**config.mk**
```make
export PLATFORM = sky130hd
export DESIGN_NAME = sss_top
export DESIGN_NICKNAME = d
export VERILOG_FILES = /design/src/hw/sss_pkg.sv /design/src/hw/sss_side.sv /design/src/hw/sss_top.sv
export SDC_FILE = /design/constraint.sdc
export NUM_CORES = 1
export LEC_CHECK = 0
export BUFFER_PORTS_ARGS = -buffer_cell sky130_fd_sc_hd__clkbuf_2
export CORE_MARGIN = 4
export CORE_UTILIZATION = 61
export DETAILED_ROUTE_END_ITERATION = 8
export PLACE_DENSITY_LB_ADDON = 0.15
export SLEW_MARGIN = 25
export SYNTH_ARGS = -nofsm -noshare
export SYNTH_HDL_FRONTEND = slang
export SYNTH_SLANG_ARGS = --single-unit
```
**constraint.sdc**
```tcl
create_clock -name clock -period 4.5 [get_ports clock]
set_input_delay 0.45 -clock clock [delete_from_list [all_inputs] [get_ports clock]]
set_output_delay 0.45 -clock clock [all_outputs]
set_load 0.01 [all_outputs]
```
**src/hw/sss_pkg.sv**
```systemverilog
`default_nettype none

package sss_pkg;

    // Clock rate and timing figures
    localparam int unsigned CLK_MHZ          = 100;
    localparam int unsigned FP_MASK_NS       = 2000;
    localparam int unsigned NP_MASK_US       = 150;
    localparam int unsigned FP_MASK_CYC      = (FP_MASK_NS * CLK_MHZ) / 1000;
    localparam int unsigned NP_MASK_CYC      = NP_MASK_US * CLK_MHZ;
    localparam int unsigned CNT_W            = 16;

    // Flash guard window around the delay-done instant
    localparam int unsigned FLASH_GUARD_CYC  = 4;

    // Reset values
    localparam logic        SUP_EN_RST       = 1'b1;
    localparam logic        FLAG_RST         = 1'b0;

    typedef enum logic [1:0] {
        SSS_OFF,
        SSS_SETTLE,
        SSS_ARMED
    } sss_state_t;

endpackage : sss_pkg

`default_nettype wire

```
**src/hw/sss_side.sv**
```systemverilog
`timescale 1ns/1ps
`default_nettype none

module sss_side #(
    parameter int unsigned NP_CYC = sss_pkg::NP_MASK_CYC
) (
    input  wire logic clock,
    input  wire logic rst,
    input  wire logic enable,
    input  wire logic full_perf,
    input  wire logic deep_lp,
    input  wire logic keep_on_in_low_power,
    input  wire logic restart,
    input  wire logic no_mask,
    input  wire logic trip_sync,
    output logic      comp_on,
    output logic      armed,
    output logic      settle_done,
    output logic      near_done,
    output logic      trip_event
);

    typedef struct packed {
        sss_pkg::sss_state_t          st;
        logic [sss_pkg::CNT_W-1:0]    cnt;
        logic                         on;
        logic                         done;
        logic                         trip;
    } sss_side_state_t;

    sss_side_state_t s_reg;
    sss_side_state_t s_next;
    logic            want_on;

    ////////////////////////////////////////////////////////////////////////
    always_comb
    begin
        s_next      = s_reg;
        s_next.done = 1'b0;
        s_next.trip = 1'b0;
        want_on = enable && !(deep_lp && !keep_on_in_low_power);
        s_next.on = want_on;
        case (s_reg.st)
            sss_pkg::SSS_OFF:
            begin
                if (want_on)
                begin
                    if (no_mask)
                    begin
                        s_next.st = sss_pkg::SSS_ARMED;
                    end
                    else
                    begin
                        s_next.st = sss_pkg::SSS_SETTLE;
                        s_next.cnt = full_perf ? sss_pkg::CNT_W'(sss_pkg::FP_MASK_CYC)
                                               : sss_pkg::CNT_W'(NP_CYC);
                    end
                end
            end
            sss_pkg::SSS_SETTLE:
            begin
                if (!want_on)
                begin
                    s_next.st = sss_pkg::SSS_OFF;
                end
                else if (s_reg.cnt <= sss_pkg::CNT_W'(1))
                begin
                    s_next.st   = sss_pkg::SSS_ARMED;
                    s_next.cnt  = '0;
                    s_next.done = 1'b1;
                end
                else
                begin
                    s_next.cnt = s_reg.cnt - sss_pkg::CNT_W'(1);
                end
            end
            sss_pkg::SSS_ARMED:
            begin
                if (!want_on)
                begin
                    s_next.st = sss_pkg::SSS_OFF;
                end
                else
                begin
                    s_next.trip = trip_sync;
                end
            end
            default:
            begin
                s_next.st = sss_pkg::SSS_OFF;
            end
        endcase
        // clear with want_on arms at once, no mask; otherwise restart goes to off
        if (restart)
        begin
            s_next.st = (no_mask && want_on) ? sss_pkg::SSS_ARMED : sss_pkg::SSS_OFF;
        end
    end

    always_ff @(posedge clock or posedge rst)
    begin
        if (rst)
        begin
            s_reg <= '0;
        end
        else
        begin
            s_reg <= s_next;
        end
    end

    assign comp_on     = s_reg.on;
    assign armed       = (s_reg.st == sss_pkg::SSS_ARMED);
    assign settle_done = s_reg.done;
    assign trip_event  = s_reg.trip;
    assign near_done   = (s_reg.st == sss_pkg::SSS_SETTLE)
                         && (s_reg.cnt <= sss_pkg::CNT_W'(sss_pkg::FLASH_GUARD_CYC));

endmodule : sss_side

`default_nettype wire

```
**src/hw/sss_top.sv**
```systemverilog
`timescale 1ns/1ps
`default_nettype none

module sss_top #(
    parameter int unsigned NP_CYC = sss_pkg::NP_MASK_CYC
) (
    input  wire logic clock,
    input  wire logic rst,
    input  wire logic power_up_clear_reset,
    input  wire logic deep_low_power_modes,
    input  wire logic hi_enable,
    input  wire logic hi_full_performance,
    input  wire logic hi_keep_on_in_low_power,
    input  wire logic hi_reset_enable,
    input  wire logic hi_ctrl_write,
    input  wire logic lo_enable,
    input  wire logic lo_full_performance,
    input  wire logic lo_keep_on_in_low_power,
    input  wire logic lo_reset_enable,
    input  wire logic lo_ctrl_write,
    input  wire logic hi_trip_pin,
    input  wire logic lo_trip_pin,
    input  wire logic hi_flag_clear,
    input  wire logic lo_flag_clear,
    input  wire logic hi_delay_clear,
    input  wire logic lo_delay_clear,
    input  wire logic core_level_change,
    output logic      hi_comp_on,
    output logic      lo_comp_on,
    output logic      hi_trip_flag,
    output logic      lo_trip_flag,
    output logic      hi_delay_done_flag,
    output logic      lo_delay_done_flag,
    output logic      por_request,
    output logic      gpio_hiz,
    output logic      flash_hold
);

    typedef struct packed {
        logic [1:0] hi_sync;
        logic [1:0] lo_sync;
        logic       hi_flag;
        logic       lo_flag;
        logic       hi_dly;
        logic       lo_dly;
        logic       hi_live;
        logic       lo_live;
        logic       hi_was_off;
        logic       lo_was_off;
        logic       por;
        logic       hiz;
        logic       hold;
        logic       hi_on;
        logic       lo_on;
    } sss_top_state_t;

    sss_top_state_t s_reg;
    sss_top_state_t s_next;

    logic hi_armed;
    logic lo_armed;
    logic hi_done;
    logic lo_done;
    logic lo_near;
    logic hi_ev;
    logic lo_ev;
    logic hi_on_w;
    logic lo_on_w;
    logic hi_en_eff;
    logic lo_en_eff;

    ////////////////////////////////////////////////////////////////////////
    // reset forces both enabled
    assign hi_en_eff = hi_enable | (power_up_clear_reset & sss_pkg::SUP_EN_RST);
    assign lo_en_eff = lo_enable | (power_up_clear_reset & sss_pkg::SUP_EN_RST);

    sss_side #(
        .NP_CYC               (NP_CYC)
    ) u_hi (
        .clock                (clock),
        .rst                  (rst),
        .enable               (hi_en_eff),
        .full_perf            (hi_full_performance),
        .deep_lp              (deep_low_power_modes),
        .keep_on_in_low_power (hi_keep_on_in_low_power),
        .restart              (power_up_clear_reset),
        .no_mask              (power_up_clear_reset),
        .trip_sync            (s_reg.hi_sync[1]),
        .comp_on              (hi_on_w),
        .armed                (hi_armed),
        .settle_done          (hi_done),
        .near_done            (),
        .trip_event           (hi_ev)
    );

    sss_side #(
        .NP_CYC               (NP_CYC)
    ) u_lo (
        .clock                (clock),
        .rst                  (rst),
        .enable               (lo_en_eff),
        .full_perf            (lo_full_performance),
        .deep_lp              (deep_low_power_modes),
        .keep_on_in_low_power (lo_keep_on_in_low_power),
        .restart              (power_up_clear_reset | core_level_change),
        .no_mask              (power_up_clear_reset),
        .trip_sync            (s_reg.lo_sync[1]),
        .comp_on              (lo_on_w),
        .armed                (lo_armed),
        .settle_done          (lo_done),
        .near_done            (lo_near),
        .trip_event           (lo_ev)
    );

    ////////////////////////////////////////////////////////////////////////
    always_comb
    begin
        s_next         = s_reg;
        // Trip pins are analog, so two stages first
        s_next.hi_sync = {s_reg.hi_sync[0], hi_trip_pin};
        s_next.lo_sync = {s_reg.lo_sync[0], lo_trip_pin};
        s_next.hi_on   = hi_on_w;
        s_next.lo_on   = lo_on_w;

        if (!power_up_clear_reset)
        begin
            s_next.hi_was_off = !hi_enable;
            s_next.lo_was_off = !lo_enable;
        end
        if (power_up_clear_reset)
        begin
            s_next.hi_live = !s_reg.hi_was_off;
            s_next.lo_live = !s_reg.lo_was_off;
        end
        if (hi_ctrl_write)
        begin
            s_next.hi_live = 1'b1;
        end
        if (lo_ctrl_write)
        begin
            s_next.lo_live = 1'b1;
        end

        if (hi_flag_clear)
        begin
            s_next.hi_flag = 1'b0;
        end
        if (hi_ev && s_reg.hi_live)
        begin
            s_next.hi_flag = 1'b1;
        end
        if (lo_flag_clear)
        begin
            s_next.lo_flag = 1'b0;
        end
        if (lo_ev && s_reg.lo_live)
        begin
            s_next.lo_flag = 1'b1;
        end

        if (hi_delay_clear)
        begin
            s_next.hi_dly = 1'b0;
        end
        if (hi_done && s_reg.hi_live)
        begin
            s_next.hi_dly = 1'b1;
        end
        if (lo_delay_clear)
        begin
            s_next.lo_dly = 1'b0;
        end
        if (lo_done && s_reg.lo_live)
        begin
            s_next.lo_dly = 1'b1;
        end

        s_next.por = (hi_ev && s_reg.hi_live && hi_reset_enable)
                     || (lo_ev && s_reg.lo_live && lo_reset_enable);

        s_next.hiz = (s_next.hi_flag && !hi_armed) || (s_next.lo_flag && !lo_armed)
                     || (s_next.hi_flag && s_reg.hi_sync[1])
                     || (s_next.lo_flag && s_reg.lo_sync[1]);

        s_next.hold = lo_near || lo_done;
    end

    always_ff @(posedge clock or posedge rst)
    begin
        if (rst)
        begin
            s_reg         <= '0;
            s_reg.hi_live <= 1'b1;
            s_reg.lo_live <= 1'b1;
        end
        else
        begin
            s_reg <= s_next;
        end
    end

    assign hi_comp_on         = s_reg.hi_on;
    assign lo_comp_on         = s_reg.lo_on;
    assign hi_trip_flag       = s_reg.hi_flag;
    assign lo_trip_flag       = s_reg.lo_flag;
    assign hi_delay_done_flag = s_reg.hi_dly;
    assign lo_delay_done_flag = s_reg.lo_dly;
    assign por_request        = s_reg.por;
    assign gpio_hiz           = s_reg.hiz;
    assign flash_hold         = s_reg.hold;

endmodule : sss_top

`default_nettype wire

```
==> results of run 1 <==
==> critical path, delay by kind of cell (launching register included) <==
family / cells / cell delay [ns]
compound gates: 2 / 0.79
simple gates: 3 / 0.99
flops: 1 / 0.40
==> routing by layer <==
metal  share of wire, %  track usage (%)  vias to the layer above  wire [um]
met4                2.3             11.0                        0        153
li1                   -                -                     1197          -
met5                  0                0                        -          0
met2                 45             34.2                      117       2980
met3                8.4             5.68                       20        564
met1                 45             34.5                     1244       2990
==> kinds of logic (layout without fill, tap and decap cells) <==
| kind of cell | count (synthesis) | count (layout) | share of synthesized area, % |
|---|---|---|---|
| xor gates and xnor gates | 1 | 1 | 0.294 |
| muxes | 1 | 1 | 0.336 |
| DFF | 59 | 59 | 49.7 |
| AOI/OAI and AO/OA | 101 | 101 | 23.3 |
| and+or+nand+nor | 114 | 114 | 20.8 |
| adders and majority gates | 5 | 5 | 2.10 |
| buffers and inverters | 23 | 62 | 3.57 |
==> cells in the mapped netlist, drive strengths merged, types with 4 or more instances <==
| cell type | instances |
|---|---|
| nor2b | 4 |
| nor3b | 5 |
| nor2 | 25 |
| o22a | 5 |
| buf | 4 |
| a21o | 10 |
| nor4 | 8 |
| a21oi | 20 |
| o21ai | 29 |
| o31ai | 6 |
| nand2b | 5 |
| or3 | 7 |
| inv | 16 |
| nor3 | 13 |
| nand2 | 23 |
| ha | 5 |
| or4 | 5 |
| dfrtp | 57 |
| nand3 | 8 |
==> worst paths after layout <==
kind	startpoint	endpoint	slack (ns)	depth (start not counted)
min in group asynchronous	rst	u_lo.s_reg[15]	0.30	3
worst min-delay path	hi_trip_pin	s_next[16]	0.22	1
worst max register to register	u_hi.s_reg[13]	u_hi.s_reg[5]	2.21	5
worst max-delay path	u_hi.s_reg[13]	u_hi.s_reg[5]	2.21	5
max in group asynchronous	rst	u_hi.s_reg[11]	3.72	3
worst min register to register	u_lo.comp_on	lo_comp_on	0.35	0
==> power by group through the flow <==
stage	Clock (W)	Combinational (W)	Sequential [W]
after floorplan	0	0.000205	0.000664
after global placement	0	0.000251	0.000681
after detailed placement	0	0.000261	0.000685
after CTS	0.000507	0.000263	0.000677
after global routing	0.000534	0.000298	0.000691
final	0.000499	0.000265	0.000682
==> cell type report <==
cell class / count / area (sq um) / share of cell area [%]
Multi-Input combinational cell: 222 / 1390 / 41.3
Clock buffer: 14 / 173 / 5.11
Inverter: 16 / 60.1 / 1.78
Tap cell: 67 / 83.8 / 2.48
Sequential cell: 59 / 1480 / 43.8
Clock inverter: 2 / 35.0 / 1.04
Timing Repair Buffer: 30 / 153 / 4.52
==> metrics by stage <==
stage          std cells  cell area, sq um
2_1_floorplan        304              2980
3_3_place_gp         394              3170
3_5_place_dp         394              3170
4_1_cts              410              3380
5_1_grt              410              3380
6_report             410              3380
==> metrics.txt, run 1 <==
status=finished clean; worst-path maximum fanout=9; cts repair resizes=0; Final TNS setup=0 ns; maximum clock path buffer count=2; CP endpoint kind=flip-flop; CTS tree=done; Worst-path clk slew=0.06 ns; Comb power frac=18.3%; Worst path max stage delay=0.61 ns; final wirelength=6690 um; clock root buffer=clkbuf_8; Hold/Removal Path Class=in2reg; syn_nets=330; max_slew headroom=32.0%; Iter 0 DRT Violations=167; top post-synthesis cells by area=dfrtp_1 (48%), o21ai_0 (4.0%), a21oi_1 (3.4%), nor2_1 (3.2%), nand2_1 (2.9%); Clock Skews=0.00558 ns; CTS sink count=59; Unique masters post-synth=59; P_leak=1.52 nW; buffer count from post-CTS setup fixing=0; total grt overflow=0; fin nets=364; Final WS setup=2.21 ns; Worst Tran Pin Value=1.01 ns; sequential area share after synthesis=49.7%; EDFF count, synth=0; Worst Path Arrival=2.51 ns; async set or reset register ratio after synthesis=100%; sequential share of power=47.2%; DR WL/cell=16.3 um; share of the synthesized area in the top cell type=47.9%; setup violators final=0; most frequent CP cell=or3_1; Post-Syn Instances=304; total core area=4720 sq um; PwrDens=428 nW/um^2; Clock power frac=34.5%; via count=2,578; min Tclk post-route=2.29 ns; worst vdd ir=0.276 mV; dominant synthesized flop cell=dfrtp_1; Starting Density=63.0%; boundary pin count=30; unrepaired setup endpoints after global routing=false; utilization after layout=71.5%; Hold Worst Slack=0.215 ns; maxcap violations=0; vias in the first global route=2,408; most common cell after layout, fill and taps aside=dfrtp_1; Yosys reg bits=59; Diodes inserted=0; synthesized area=2980 sq um; post-synthesis average cell area=9.80 sq um; WP data required=4.72 ns; CTS Buf Count=9; first-pass GRT wire length=11,400 um; Die X=77.9 um; # rows=25; final hold violations=0; DRC errors left=0; CP max-delay cell=o21ai_1; GRT Resource Usage Total=24.0%; switching share of power=29.9%; Psw=0.000433 W; largest net degree at the start of global routing=60; Clk Latency, worst-skew pair=0.34 ns; Area Overhead vs Synth=13.4%; input/output buffers=29; Max Freq=437 MHz; fin. max-slew vios=0; # fillers=372; Die Ht=77.9 um; layout cells sized above 1=18.4%; Int Power=0.00101 W; overall power=0.00145 W; cts-stage hold buffer count=0; depth of the CTS H-tree=3; Ys Warns=0; GP Congestion=0.876; die area=6060 sq um; Place WS=2.20 ns; Final ANT Viol Nets=0; commonest non-fill, non-tap cells in the layout=dfrtp_1 (57), clkbuf_2 (29), nor2_1 (25); crit-path cells=or3_1 -> or3_1 -> o21ai_1 -> nor3b_1 -> a21o_1; cell taking the most area after synthesis=dfrtp_1; part of the cycle the worst path needs=50.9%; crit path kind=reg2reg; Detailed Place HPWL=4550 um; initial antenna violation count=0; DR vias/cell=6.29; Pre-Repair DR Iteration Count=5; critical path launch point type=flip-flop
Note: power is estimated with default switching activity, not from simulation.
==> inputs of run 2 (changes only) <==
CORE_UTILIZATION = 58   (was 61)
clock period = 2.35 ns   (was 4.5 ns; I/O delays follow)
==> run 2 against run 1 <==
Against the previous run: sequential power up 91%; via count down 2.1%; sequential cell count unchanged; critical path type unchanged; critical endpoint is now u_lo.s_reg[13].
==> metrics.txt, run 2 (synthesis results as in run 1) <==
DR vias/cell=5.91 (-6.0%); total grt overflow=0 (unchanged); initial antenna violation count=0 (unchanged); maximum clock path buffer count=2 (unchanged); Iter 0 DRT Violations=237 (+42%); Max Freq=463 MHz (+6.0%); die area=6340 sq um (+4.6%); CTS sink count=59 (unchanged); Comb power frac=18.5% (+0.2 points); critical path launch point type=flip-flop; sequential share of power=45.1% (-2.1 points); CTS tree=done; worst vdd ir=0.480 mV (+74%); unrepaired setup endpoints after global routing=false; overall power=0.00289 W (+100%); commonest non-fill, non-tap cells in the layout=dfrtp_1 (57), clkbuf_2 (29), nor2_1 (25); Detailed Place HPWL=4580 um (+0.72%); Worst Tran Pin Value=0.745 ns (-0.266 ns); max_slew headroom=49.8% (+18 points); via count=2,523 (-2.1%); boundary pin count=30 (unchanged); Clk Latency, worst-skew pair=0.34 ns (about the same); DRC errors left=0 (unchanged); depth of the CTS H-tree=3 (unchanged); crit path kind=reg2reg; fin. max-slew vios=0 (unchanged); Worst-path clk slew=0.06 ns (about the same); Pre-Repair DR Iteration Count=4 (-1); PwrDens=814 nW/um^2 (+90%); WP data required=2.58 ns (-2.14 ns); P_leak=1.61 nW (+6.1%); Starting Density=61.4% (-1.6 points); Area Overhead vs Synth=19.2%; CTS Buf Count=9 (unchanged); Die Ht=79.7 um (+2.3%); Final TNS setup=0 ns (unchanged); Die X=79.7 um (+2.3%); first-pass GRT wire length=11,300 um (-0.98%); maxcap violations=0 (unchanged); status=finished clean; Worst Path Arrival=2.39 ns (-0.12 ns); # rows=25 (unchanged); GP Congestion=0.866 (-1.2%); part of the cycle the worst path needs=91.9% (+41 points); setup violators final=0 (unchanged); CP endpoint kind=flip-flop; Clock power frac=36.4% (+1.9 points); Hold/Removal Path Class=in2reg; switching share of power=29.1% (-0.79 points); most common cell after layout, fill and taps aside=dfrtp_1; Clock Skews=0.00872 ns (+0.00314 ns); Psw=0.000841 W (+95%); largest net degree at the start of global routing=35 (-42%); min Tclk post-route=2.16 ns (-0.129 ns); GRT Resource Usage Total=23.1% (-0.85 points); final hold violations=0 (unchanged); clock root buffer=clkbuf_8; worst-path maximum fanout=6 (-3); DR WL/cell=15.5 um (-5.1%); Int Power=0.00205 W (+100%); vias in the first global route=2,357 (-2.1%); final wirelength=6610 um (-1.2%); layout cells sized above 1=21.9% (+3.6 points); Diodes inserted=0 (unchanged); Final ANT Viol Nets=0 (unchanged); input/output buffers=29 (unchanged); total core area=4850 sq um (+2.6%); fin nets=381 (+4.7%)
run 2: per-stage QoR:
step / setup WS [ns] / hold WS [ns] / cells / instance area (sq um) / util [%]
after global placement: 0.239 / 0.303 / 408 / 3290 / 67.8
after global routing: 0.105 / 0.0744 / 427 / 3550 / 73.2
after floorplan: 0.318 / 0.266 / 304 / 2980 / -
after detailed placement: 0.201 / 0.308 / 408 / 3290 / 67.8
after CTS: 0.184 / 0.0768 / 427 / 3540 / 73.1
final: 0.189 / 0.0831 / 427 / 3550 / 73.2
run 2: path summary, 6_finish.rpt:
kind / from / to / slack, ns / cells after the start
worst min-delay path: lo_delay_clear / lo_delay_done_flag / 0.08 / 2
max in group asynchronous: rst / s_reg[7] / 1.22 / 4
worst max-delay path: u_lo.s_reg[15] / u_lo.s_reg[13] / 0.19 / 5
worst min register to register: s_next[14] / s_reg[14] / 0.35 / 0
min in group asynchronous: rst / u_hi.s_reg[7] / 0.49 / 3
worst max register to register: u_lo.s_reg[15] / u_lo.s_reg[13] / 0.19 / 5
run 2: what timing repair did:
action	CTS	global route
hold endpoints to repair	27	0
hold buffers	3	0
resized for setup	0	1
endpoints found under the setup margin	0	1
setup buffers	0	0
run 2: power by group through the flow:
stage	sequential [W]	clock, W	combinational, W
finish	0.00130	0.00105	0.000534
global route	0.00132	0.00113	0.000608
CTS	0.00129	0.00106	0.000534
detailed placement	0.00131	0	0.000524
global placement	0.00130	0	0.000510
floorplan	0.00127	0	0.000392
run 2: worst max-delay path, cell delays in order (launching register included):
cell,delay [ns]
dfrtp_1,0.41
or4_4,0.57
or3b_4,0.44
o21a_1,0.29
a21o_1,0.19
a21o_1,0.16
run 2: cell type report:
class | instances | area, sq um
Clock buffer | 12 | 155
Clock inverter | 4 | 72.6
Fill cell | 346 | 1300
Inverter | 16 | 60.1
Multi-Input combinational cell | 222 | 1400
Sequential cell | 59 | 1480
Tap cell | 67 | 83.8
Timing Repair Buffer | 47 | 300
run 2: layer usage:
layer	global-route usage, %	part of all wire [%]	wire length [um]
met2	34.2	43	2860
met1	32.8	49	3230
met3	4.63	6.3	419
met4	10.5	1.5	102
met5	0	0	0
==> inputs of run 3 (changes only) <==
CORE_UTILIZATION = 40   (was 58)
==> run 3 against run 2 <==
Against the previous run: sequential power hardly changed; utilization shrank 23 points; die area increased by 40%; design area rose by 1.8%; critical path depth increased by 1; sequential share of layout area is 0.74 points lower; sequential cell count did not move; critical path type unchanged; largest cell class unchanged; highest routed layer unchanged.
==> metrics.txt, run 3 (synthesis results as in run 1) <==
most common cell after layout, fill and taps aside=dfrtp_1; maxcap violations=0 (unchanged); clock root buffer=clkbuf_8; Max Freq=462 MHz (-0.12%); Worst Tran Pin Value=0.668 ns (-0.0776 ns); crit path kind=reg2reg; boundary pin count=30 (unchanged); # rows=31 (+24%); largest net degree at the start of global routing=25 (-29%); P_leak=1.63 nW (+0.79%); status=finished clean; commonest non-fill, non-tap cells in the layout=dfrtp_1 (57), clkbuf_2 (29), nor2_1 (25); area post-placement=3360 sq um (+2.2%); register area=1480 sq um (unchanged); Hold/Removal Path Class=in2reg; DR vias/cell=5.37 (-9.2%); vias in the first global route=2,384 (+1.1%); # fillers=680 (+97%); Die X=94.3 um (+18%); Worst Path Arrival=2.36 ns (-0.03 ns); depth of the CTS H-tree=3 (unchanged); unrepaired setup endpoints after global routing=false; Detailed Place HPWL=4880 um (+6.4%); min Tclk post-route=2.16 ns (+0.00252 ns); CTS sink count=59 (unchanged); GP Congestion=0.885 (+2.2%); die area=8890 sq um (+40%); DRC errors left=0 (unchanged); part of the cycle the worst path needs=92.1% (+0.11 points); worst vdd ir=0.316 mV (-34%); via count=2,495 (-1.1%); non-filler instance count after layout=465 (+8.9%); routing usage on met1=24.3% (-8.5 points); first-pass GRT wire length=11,600 um (+2.7%); setup violators final=0 (unchanged); layout cells sized above 1=23.2% (+1.3 points); final wirelength=6800 um (+2.8%); CTS tree=done; max_slew headroom=55.0% (+5.2 points); Final ANT Viol Nets=0 (unchanged); fin nets=387 (+1.6%); met3 Use GR=4.09% (-0.54 points); gr busiest metal=met1; Final TNS setup=0 ns (unchanged); met2 usage=23.8% (-10 points); multi-input logic area=1390 sq um (-0.36%); final hold violations=0 (unchanged); total core area=7250 sq um (+50%); initial antenna violation count=0 (unchanged); Iter 0 DRT Violations=107 (-55%); fin. max-slew vios=0 (unchanged); worst-path maximum fanout=10 (+4); CTS Buf Count=9 (unchanged); CP endpoint kind=flip-flop; Clk Latency, worst-skew pair=0.34 ns (about the same); PwrDens=803 nW/um^2 (-1.4%); Worst-path clk slew=0.07 ns (about the same); total grt overflow=0 (unchanged); DR WL/cell=14.6 um (-5.6%); final instance area=3610 sq um (+1.8%); Starting Density=41.1% (-20 points); Pre-Repair DR Iteration Count=4 (unchanged); critical path launch point type=flip-flop; Diodes inserted=0 (unchanged); maximum clock path buffer count=2 (unchanged); WP data required=2.55 ns (-0.03 ns); Inst Count DP=446 (+9.3%); Die Ht=94.3 um (+18%); GRT Resource Usage Total=16.9% (-6.3 points); Area Overhead vs Synth=21.3%; input/output buffers=29 (unchanged); Clock Skews=0.0114 ns (+0.00264 ns)
run 3: layout make-up:
cell class                      count  area share (%)
Clock buffer                        9            3.43
Clock inverter                      7            2.77
Inverter                           16            1.66
Multi-Input combinational cell    222            38.6
Sequential cell                    59            40.9
Tap cell                           99            3.43
Timing Repair Buffer               53            9.21
run 3: layer usage:
layer	routed length (um)	part of all wire, %
met1	3470	51
met2	2880	42
met3	311	4.6
met4	129	1.9
met5	0	0
run 3: where the power goes:
| part | internal (W) | total, W | switching [W] |
|---|---|---|---|
| clock network | 0.000603 | 0.00105 | 0.000443 |
| logic | 0.000258 | 0.000569 | 0.000311 |
| registers | 0.00115 | 0.00128 | 0.000134 |
run 3: critical path, stage by stage, from the launching register on:
cell	delay, ns
dfrtp_1	0.41
or4_4	0.56
or3b_4	0.43
o21ai_2	0.20
buf_4	0.20
or4_1	0.12
o211ai_1	0.09
run 3: final timing paths:
check,from,to,slack [ns],depth (start not counted)
worst max-delay path,u_lo.s_reg[15],u_lo.s_reg[14],0.19,6
worst min-delay path,lo_delay_clear,lo_delay_done_flag,0.07,2
worst max register to register,u_lo.s_reg[15],u_lo.s_reg[14],0.19,6
worst min register to register,u_lo.comp_on,lo_comp_on,0.35,0
max in group asynchronous,rst,s_reg[8],1.17,4
min in group asynchronous,rst,u_lo.s_reg[16],0.47,3
run 3: what timing repair did:
item / in CTS / in global routing
setup buffers: 0 / 0
hold buffers: 3 / 0
hold endpoints to repair: 24 / 0
setup endpoints to repair: 0 / 0
resized for setup: 0 / 0
run 3: metrics by stage:
step | setup slack, ns | util (%) | hold WS [ns] | total power (W)
after floorplan | 0.318 | - | 0.266 | 0.00166
after global placement | 0.221 | 46.3 | 0.296 | 0.00185
after detailed placement | 0.203 | 46.3 | 0.297 | 0.00186
after CTS | 0.190 | 49.8 | 0.0578 | 0.00292
after global routing | 0.103 | 49.8 | 0.0662 | 0.00308
final | 0.187 | 49.8 | 0.0720 | 0.00290
